$ cat config.mk
export PLATFORM = sky130hd
export DESIGN_NAME = ccg_top
export DESIGN_NICKNAME = d
export VERILOG_FILES = /design/src/common/ccg_pkg.sv /design/src/common/ccg_rsync_if.sv /design/src/ccg_ready_sync.sv /design/src/ccg_top.sv
export VERILOG_INCLUDE_DIRS = /design/src /design/src/common
export SDC_FILE = /design/constraint.sdc
export NUM_CORES = 1
export LEC_CHECK = 0
export BUFFER_PORTS_ARGS = -buffer_cell sky130_fd_sc_hd__buf_2
export CAP_MARGIN = 20
export CORE_MARGIN = 2
export CORE_UTILIZATION = 53
export CTS_CLUSTER_DIAMETER = 80
export DETAILED_ROUTE_END_ITERATION = 10
export PLACE_DENSITY = 0.75
export SLEW_MARGIN = 15
export SYNTH_ARGS = -nofsm -noshare
export SYNTH_HDL_FRONTEND = slang
export SYNTH_SLANG_ARGS = --single-unit
$ cat constraint.sdc
create_clock -name mclk_i -period 2 [get_ports mclk_i]
set_clock_uncertainty 0.15 [all_clocks]
set_input_delay 0.2 -clock mclk_i [delete_from_list [all_inputs] [get_ports mclk_i]]
set_output_delay 0.2 -clock mclk_i [all_outputs]
set_load 0.1 [all_outputs]
$ cat src/common/ccg_params.svh
`ifndef CCG_PARAMS_SVH
`define CCG_PARAMS_SVH

// ***********************************************************
// Synchronised pin vector layout
// ***********************************************************
`define CCG_PIN_W 11
`define CCG_PIN_XTAL 0
`define CCG_PIN_EFI 1
`define CCG_PIN_SRC_SEL 2
`define CCG_PIN_ALIGN 3
`define CCG_PIN_RSEL 4
`define CCG_PIN_RSEL_DRV 5
`define CCG_PIN_RDY_A 6
`define CCG_PIN_RDY_B 7
`define CCG_PIN_AEN_A 8
`define CCG_PIN_AEN_B 9
`define CCG_PIN_POR 10

// ***********************************************************
// Divider phase codes (one-hot)
// ***********************************************************
`define CCG_PH_HOLD_CODE 4'h1
`define CCG_PH_HIGH_CODE 4'h2
`define CCG_PH_LOW1_CODE 4'h4
`define CCG_PH_LOW2_CODE 4'h8

// ***********************************************************
// Reset values and counts
// ***********************************************************
`define CCG_PIN_RST 11'h000
`define CCG_BIT_LOW 1'h0
`define CCG_BIT_HIGH 1'h1
`define CCG_EDGE_CNT_RST 2'h0
`define CCG_EDGE_CNT_ONE 2'h1
`define CCG_EDGES_BETWEEN_RISES 2'h2
`define CCG_PULLUP_LEVEL 1'h1

`endif

$ cat src/common/ccg_pkg.sv
package ccg_pkg;
  `include "ccg_params.svh"

  typedef enum logic [3:0] {
    CCG_PH_HOLD = `CCG_PH_HOLD_CODE,
    CCG_PH_HIGH = `CCG_PH_HIGH_CODE,
    CCG_PH_LOW1 = `CCG_PH_LOW1_CODE,
    CCG_PH_LOW2 = `CCG_PH_LOW2_CODE
  } ccg_phase_t;

  typedef struct packed {
    logic [`CCG_PIN_W-1:0] pin_meta;
    logic [`CCG_PIN_W-1:0] pin_sync;
    logic src_prev;
    ccg_phase_t phase;
    logic clk_cpu;
    logic pclk;
    logic cpu_reset;
    logic osc;
    logic xtal_b;
    logic [1:0] chk_edges;
    logic chk_run;
  } ccg_top_state_t;

  typedef struct packed {
    logic first_stage;
    logic second_stage;
  } ccg_rsync_state_t;
endpackage

$ cat src/common/ccg_rsync_if.sv
`timescale 1ns/1ps
interface ccg_rsync_if;
  logic cpu_rise;
  logic cpu_fall;
  logic ready_in;
  logic single_mode;
  logic ready_out;
  logic first_stage;

  modport ctl (
    output cpu_rise,
    output cpu_fall,
    output ready_in,
    output single_mode,
    input ready_out,
    input first_stage
  );

  modport sync (
    input cpu_rise,
    input cpu_fall,
    input ready_in,
    input single_mode,
    output ready_out,
    output first_stage
  );
endinterface

$ cat src/ccg_ready_sync.sv
`timescale 1ns/1ps
`include "ccg_params.svh"
module ccg_ready_sync (
  // Clock and reset
  input wire logic mclk_i,
  input wire logic rst_i,
  // Ready path
  ccg_rsync_if.sync rs
);
  import ccg_pkg::*;

  ccg_rsync_state_t st;
  ccg_rsync_state_t next_st;

  always_comb begin
    next_st = st;
    if (rs.cpu_rise) begin
      next_st.first_stage = rs.ready_in;
    end
    if (rs.cpu_fall) begin
      if (rs.single_mode) begin
        next_st.second_stage = rs.ready_in;
      end else if (rs.ready_in) begin
        next_st.second_stage = st.first_stage;
      end else begin
        next_st.second_stage = `CCG_BIT_LOW;
      end
    end
  end

  always_ff @(posedge mclk_i or posedge rst_i) begin
    if (rst_i) begin
      st <= '{first_stage: `CCG_BIT_LOW, second_stage: `CCG_BIT_LOW};
    end else begin
      st <= next_st;
    end
  end

  assign rs.ready_out = st.second_stage;
  assign rs.first_stage = st.first_stage;
endmodule

$ cat src/ccg_top.sv
`timescale 1ns/1ps
`include "ccg_params.svh"
// Notes on behaviour
// - Select low: ready passes two synchronising stages.
// - Select high: ready passes one synchronising stage.
// - Undriven select reads high through the internal pull-up, single stage.
// - CPU clock is the selected source divided by three.
// - Peripheral clock runs at half the CPU clock.
// - Source select high picks external input, low picks crystal.
// - Oscillator output always shows the raw crystal signal.
// - Two-stage high: first stage on CPU rise, output on next fall.
// - Two-stage low: output stage falls directly on CPU fall.
// - Single stage: output stage samples both levels on CPU fall.
// - Divider state after power-up is not meaningful; alignment fixes it.
// - Align high holds divider and drives both clocks high.
// - After align falls, clock restarts at next source rise.
// - CPU clock is one third high, two thirds low.
// - Peripheral clock has equal high and low times.
// - Each ready input counts only while its enable is low.
// - CPU reset output is inverted reset input, CPU-clock synchronised.
module ccg_top (
  // Clock and reset
  input wire logic mclk_i,
  input wire logic rst_i,
  // Clock sources
  input wire logic crystal_pin_a_i,
  output logic crystal_pin_b_o,
  input wire logic external_freq_input_i,
  input wire logic source_select_i,
  // Divider alignment
  input wire logic divider_align_in_i,
  // Bus ready
  input wire logic bus_ready_a_i,
  input wire logic bus_ready_b_i,
  input wire logic ready_a_enable_n_i,
  input wire logic ready_b_enable_n_i,
  input wire logic ready_sync_select_n_i,
  input wire logic ready_sync_select_drv_i,
  output logic ready_o,
  // CPU reset
  input wire logic power_on_clear_in_n_i,
  output logic cpu_reset_o,
  // Clock outputs
  output logic clk_cpu_o,
  output logic pclk_o,
  output logic oscillator_out_o
);
  import ccg_pkg::*;

  // ***********************************************************
  // State and synchronised pins
  // ***********************************************************
  ccg_top_state_t st;
  ccg_top_state_t next_st;
  ccg_rsync_if rs ();

  logic [`CCG_PIN_W-1:0] pins;
  logic [`CCG_PIN_W-1:0] ps;
  logic src;
  logic src_rise;
  logic align;
  logic single_mode;
  logic ready_in;
  logic cpu_rise;
  logic cpu_fall;

  always_comb begin
    pins = `CCG_PIN_RST;
    pins[`CCG_PIN_XTAL] = crystal_pin_a_i;
    pins[`CCG_PIN_EFI] = external_freq_input_i;
    pins[`CCG_PIN_SRC_SEL] = source_select_i;
    pins[`CCG_PIN_ALIGN] = divider_align_in_i;
    pins[`CCG_PIN_RSEL] = ready_sync_select_n_i;
    pins[`CCG_PIN_RSEL_DRV] = ready_sync_select_drv_i;
    pins[`CCG_PIN_RDY_A] = bus_ready_a_i;
    pins[`CCG_PIN_RDY_B] = bus_ready_b_i;
    pins[`CCG_PIN_AEN_A] = ready_a_enable_n_i;
    pins[`CCG_PIN_AEN_B] = ready_b_enable_n_i;
    pins[`CCG_PIN_POR] = power_on_clear_in_n_i;
  end

  assign ps = st.pin_sync;
  assign src = ps[`CCG_PIN_SRC_SEL] ? ps[`CCG_PIN_EFI] : ps[`CCG_PIN_XTAL];
  assign src_rise = src & ~st.src_prev;
  assign align = ps[`CCG_PIN_ALIGN];
  assign single_mode = ps[`CCG_PIN_RSEL_DRV] ? ps[`CCG_PIN_RSEL] : `CCG_PULLUP_LEVEL;
  assign ready_in = (ps[`CCG_PIN_RDY_A] & ~ps[`CCG_PIN_AEN_A]) |
                    (ps[`CCG_PIN_RDY_B] & ~ps[`CCG_PIN_AEN_B]);
  assign cpu_rise = ~align & src_rise & (st.phase == CCG_PH_LOW2);
  assign cpu_fall = ~align & src_rise & (st.phase == CCG_PH_HIGH);

  // ***********************************************************
  // Next state
  // ***********************************************************
  always_comb begin
    next_st = st;
    next_st.pin_meta = pins;
    next_st.pin_sync = st.pin_meta;
    next_st.src_prev = src;
    next_st.osc = ps[`CCG_PIN_XTAL];
    next_st.xtal_b = ~ps[`CCG_PIN_XTAL];
    if (align) begin
      next_st.phase = CCG_PH_HOLD;
      next_st.clk_cpu = `CCG_BIT_HIGH;
      next_st.pclk = `CCG_BIT_HIGH;
    end else if (src_rise) begin
      case (st.phase)
        CCG_PH_HOLD: begin
          next_st.phase = CCG_PH_HIGH;
          next_st.clk_cpu = `CCG_BIT_HIGH;
        end
        CCG_PH_HIGH: begin
          next_st.phase = CCG_PH_LOW1;
          next_st.clk_cpu = `CCG_BIT_LOW;
        end
        CCG_PH_LOW1: begin
          next_st.phase = CCG_PH_LOW2;
          next_st.clk_cpu = `CCG_BIT_LOW;
        end
        CCG_PH_LOW2: begin
          next_st.phase = CCG_PH_HIGH;
          next_st.clk_cpu = `CCG_BIT_HIGH;
          next_st.pclk = ~st.pclk;
        end
        default: begin
          next_st.phase = CCG_PH_HOLD;
          next_st.clk_cpu = `CCG_BIT_HIGH;
        end
      endcase
    end
    if (cpu_fall) begin
      next_st.cpu_reset = ~ps[`CCG_PIN_POR];
    end
    // Observation counter of source edges between CPU rises
    if (align) begin
      next_st.chk_run = `CCG_BIT_LOW;
      next_st.chk_edges = `CCG_EDGE_CNT_RST;
    end else if (cpu_rise) begin
      next_st.chk_run = `CCG_BIT_HIGH;
      next_st.chk_edges = `CCG_EDGE_CNT_RST;
    end else if (src_rise) begin
      next_st.chk_edges = st.chk_edges + `CCG_EDGE_CNT_ONE;
    end
  end

  // ***********************************************************
  // Registers
  // ***********************************************************
  // arbitrary but defined start
  always_ff @(posedge mclk_i or posedge rst_i) begin
    if (rst_i) begin
      st.pin_meta <= `CCG_PIN_RST;
      st.pin_sync <= `CCG_PIN_RST;
      st.src_prev <= `CCG_BIT_LOW;
      st.phase <= CCG_PH_HOLD;
      st.clk_cpu <= `CCG_BIT_HIGH;
      st.pclk <= `CCG_BIT_HIGH;
      st.cpu_reset <= `CCG_BIT_HIGH;
      st.osc <= `CCG_BIT_LOW;
      st.xtal_b <= `CCG_BIT_HIGH;
      st.chk_edges <= `CCG_EDGE_CNT_RST;
      st.chk_run <= `CCG_BIT_LOW;
    end else begin
      st <= next_st;
    end
  end

  // ***********************************************************
  // Ready synchroniser
  // ***********************************************************
  assign rs.cpu_rise = cpu_rise;
  assign rs.cpu_fall = cpu_fall;
  assign rs.ready_in = ready_in;
  assign rs.single_mode = single_mode;

  ccg_ready_sync u_ready (
    .mclk_i(mclk_i),
    .rst_i(rst_i),
    .rs(rs.sync)
  );

  assign ready_o = rs.ready_out;
  assign cpu_reset_o = st.cpu_reset;
  assign clk_cpu_o = st.clk_cpu;
  assign pclk_o = st.pclk;
  assign oscillator_out_o = st.osc;
  assign crystal_pin_b_o = st.xtal_b;
endmodule

==> summary.md <==
| Metric | Value |
|---|---|
| Yosys warns | `0` |
| Hold Path Class | `reg -> reg` |
| Post-Synth XOR/XNOR Area | `0.00736` |
| Critical Path Sink Type | `register` |
| Post-route ant nets | `0` |
| Syn avg cell area | `15.1 µm²` |
| GRT overflow | `0` |
| Distinct cells, synth | `27` |
| Nets | `130` |
| CTS tree | `yes` |
| Worst Setup Path Type | `reg -> reg` |
| H-tree lvl count | `2` |
| ANT cells | `0` |
| Cells after Synth | `a little under 80` |
| Gate power share | `0.110` |
| Register area share after synthesis | `0.720` |
| Avg WL per Cell | `13.1 µm` |
| Final hold vios | `0` |
| CP required | `around 2 ns` |
| Max clock buf depth | `2` |
| Tcrit/Tclk final | `0.938` |
| Starting Density | `0.548` |
| Die ar. | `about 2600 µm²` |
| Clk_lat worst skew | `0.32 ns` |
| Final WS setup | `approximately 0.12 ns` |
| Overall die width | `slightly above 50 µm` |
| Syn_nets | `a little over 90` |
| First-iteration detailed-routing DRC count | `1` |
| Total power | `about 1.3 mW` |
| Vias in the first global route | `between 700 and 800` |
| Mux contribution to synthesized area | `0.0263` |
| Sw Share | `0.266` |
| Reg power frac | `0.584` |
| Post-Route WL | `about 1900 µm` |
| Post-synth ARST share | `1.00` |
| Setup TNS | `0 ns` |
| First-pass GRT wire length | `~3200 µm` |
| Min cycle time layout | `between 1.5 and 2 ns` |
| # rows | `17` |
| Largest net degree at the start of global routing | `16` |
| Clock power share | `0.306` |
| Max Slew Vio Count | `0` |
| Status | `finished, final reports clean` |
| Yosys reg bits | `34` |
| IO Pins | `19` |
| Cell-internal power | `0.944 mW` |
| Final-report setup violation count | `0` |
| Area Growth Syn to Fin | `25.1%` |
| EDFF count, synth | `0` |
| Placed cell areas | `around 1300 µm²` |
| CP arrival | `approximately 1.9 ns` |
| Pwr/cell area | `864 nW/µm²` |
| Via count | `just over 700` |
| Total Routing Usage GR | `0.174` |
| Post-CTS Setup Inserts | `0` |
| Reg clk slew, reported paths | `~0.10 ns` |
| Post-Synth Adder-Cell Area | `0` |
| Compound-gate portion of the synthesized area | `0.0757` |
| Max Cap Viol | `0` |
| Finished Core Util | `0.686` |
| Worst VDD drop | `~0.00065 V` |
| Port bufs | `18` |
| Initial antenna violation count | `0` |
| GP Congestion | `roughly 0.77` |
| CTS buffer count | `5` |
| Worst Setup Start Kind | `register` |
| CORE AREA | `around 2200 µm²` |
| Primary FF master, synth | `dfrtp_1` |
| Simple-gate portion of the synthesized area | `0.121` |
| Pleak | `about 0.67 nW` |
| Net switching power | `about 0.34 mW` |
| Fmax | `533 MHz` |
| Share of cells above drive strength 1 | `0.339` |
| Crit-path max FO | `7` |
| Drt first pass iters | `2` |
| Unrepaired setup endpoints after global routing | `false` |
| Die H | `51.4 µm` |
| DR DRC count | `0` |
| Slew at the pin with the worst max-slew slack | `approximately 0.56 ns` |
| Placement Setup Slack | `~0.14 ns` |
| Root Driver | `clkbuf_4` |
| Fin area | `1490 µm²` |
| Slew HR | `0.624` |
| Num Clock Sinks | `34` |
| Mapped Area | `1190 µm²` |
| Via density | `between 4 and 5` |
| Layout fillers | `around 170` |
| Combinational family with the most area after synthesis | `simple AND/OR/NAND/NOR gates` |
cells in the final DEF, fill, tap and decap left out, types with 2 or more instances in the layout:
cell,instances
dfrtp_1,29
buf_2,18
dlygate4sd3_1,12
inv_1,7
dfstp_2,5
clkbuf_4,5
o21ai_0,4
a21oi_1,3
buf_4,3
nand2b_1,2
nor2_1,2
mux2i_1,2
or4b_4,2
or3b_2,2
a31oi_1,2
nor4_1,2
o31ai_1,2
or3_1,2
flip-flops by register name, indices dropped and copies added, names as in the netlist:
name and flops:
oscillator_out_o 1, crystal_pin_b_o 1, clk_cpu_o 1, cpu_reset_o 1, st 5, ps 11
u_ready.rs.first_stage 1, pclk_o 1, u_ready.rs.ready_out 1, next_st 11
Yosys cell counts, types with 2 or more instances:
master    number  area share
dfstp_2        5        0.11
a21oi_1        3       0.013
or3_1          2       0.011
inv_1          7       0.022
nand2b_1       2       0.011
o21ai_0        4       0.017
nor2_1         2      0.0063
o31ai_1        2       0.013
mux2i_1        2       0.017
a31oi_1        2       0.011
nor4_1         2       0.011
dfrtp_1       29        0.61
or4b_4         2       0.023
or3b_2         2       0.015
worst max-delay path, cell delays in order, from the launching register on:
cell and delay, ns:
dfrtp_1 0.46, or4b_4 0.59, nor4_4 0.21, mux2_2 0.37
area by class of cell:
type,count,area (µm²),share of cell area
Timing Repair Buffer,33,233,0.156
Multi-Input combinational cell,36,274,0.184
Clock inverter,2,12.5,0.00840
Sequential cell,34,857,0.576
Clock buffer,6,51.3,0.0345
Inverter,7,26.3,0.0176
Tap cell,28,35.0,0.0235
final timing paths:
check                            startpoint                   end  slack (ns)  cells after the start
worst max-delay path                 st[11]  u_ready.rs.ready_out        0.12                      3
worst min-delay path            next_st[16]                 ps[3]        0.21                      0
worst max register to register       st[11]  u_ready.rs.ready_out        0.12                      3
worst min register to register  next_st[16]                 ps[3]        0.21                      0
max in group asynchronous             rst_i           cpu_reset_o        0.73                      4
min in group asynchronous             rst_i                 ps[3]        0.33                      3
metrics by stage:
stage          cells  hold WS (ns)
6_report         146         0.208
2_1_floorplan     79        0.0814
5_1_grt          146         0.220
4_1_cts          146         0.211
3_5_place_dp     126         0.127
3_3_place_gp     126         0.114
per-layer routing:
metal	GRT usage	share of wire	vias to the layer above
li1	-	-	355
met1	0.196	0.43	355
met2	0.308	0.53	15
met3	0.0556	0.037	0
met4	0.0658	0	0
met5	0	0	-
power groups by stage:
| stage | clock network, mW | logic (mW) | registers [mW] |
|---|---|---|---|
| after global placement | 0 | 0.121 | 0.762 |
| after detailed placement | 0 | 0.124 | 0.765 |
| after floorplan | 0 | 0.0512 | 0.809 |
| after CTS | 0.399 | 0.143 | 0.751 |
| final | 0.393 | 0.141 | 0.751 |
| after global routing | 0.439 | 0.153 | 0.755 |
what timing repair did:
| item | CTS | global route |
|---|---|---|
| setup endpoints to repair | 0 | 0 |
| hold endpoints to repair | 21 | 0 |
| resized for setup | 0 | 0 |
| hold buffers | 12 | 0 |
cells by family (layout without fill, tap and decap cells):
| kind of cell | Yosys count | count (layout) |
|---|---|---|
| XOR/XNOR | 1 | 1 |
| flip-flops | 34 | 34 |
| AO/OA/AOI/OAI | 14 | 14 |
| multiplexers | 3 | 3 |
| buffers and inverters | 9 | 48 |
| AND/OR/NAND/NOR | 18 | 18 |
No activity file was read; power rests on OpenSTA's default activity.
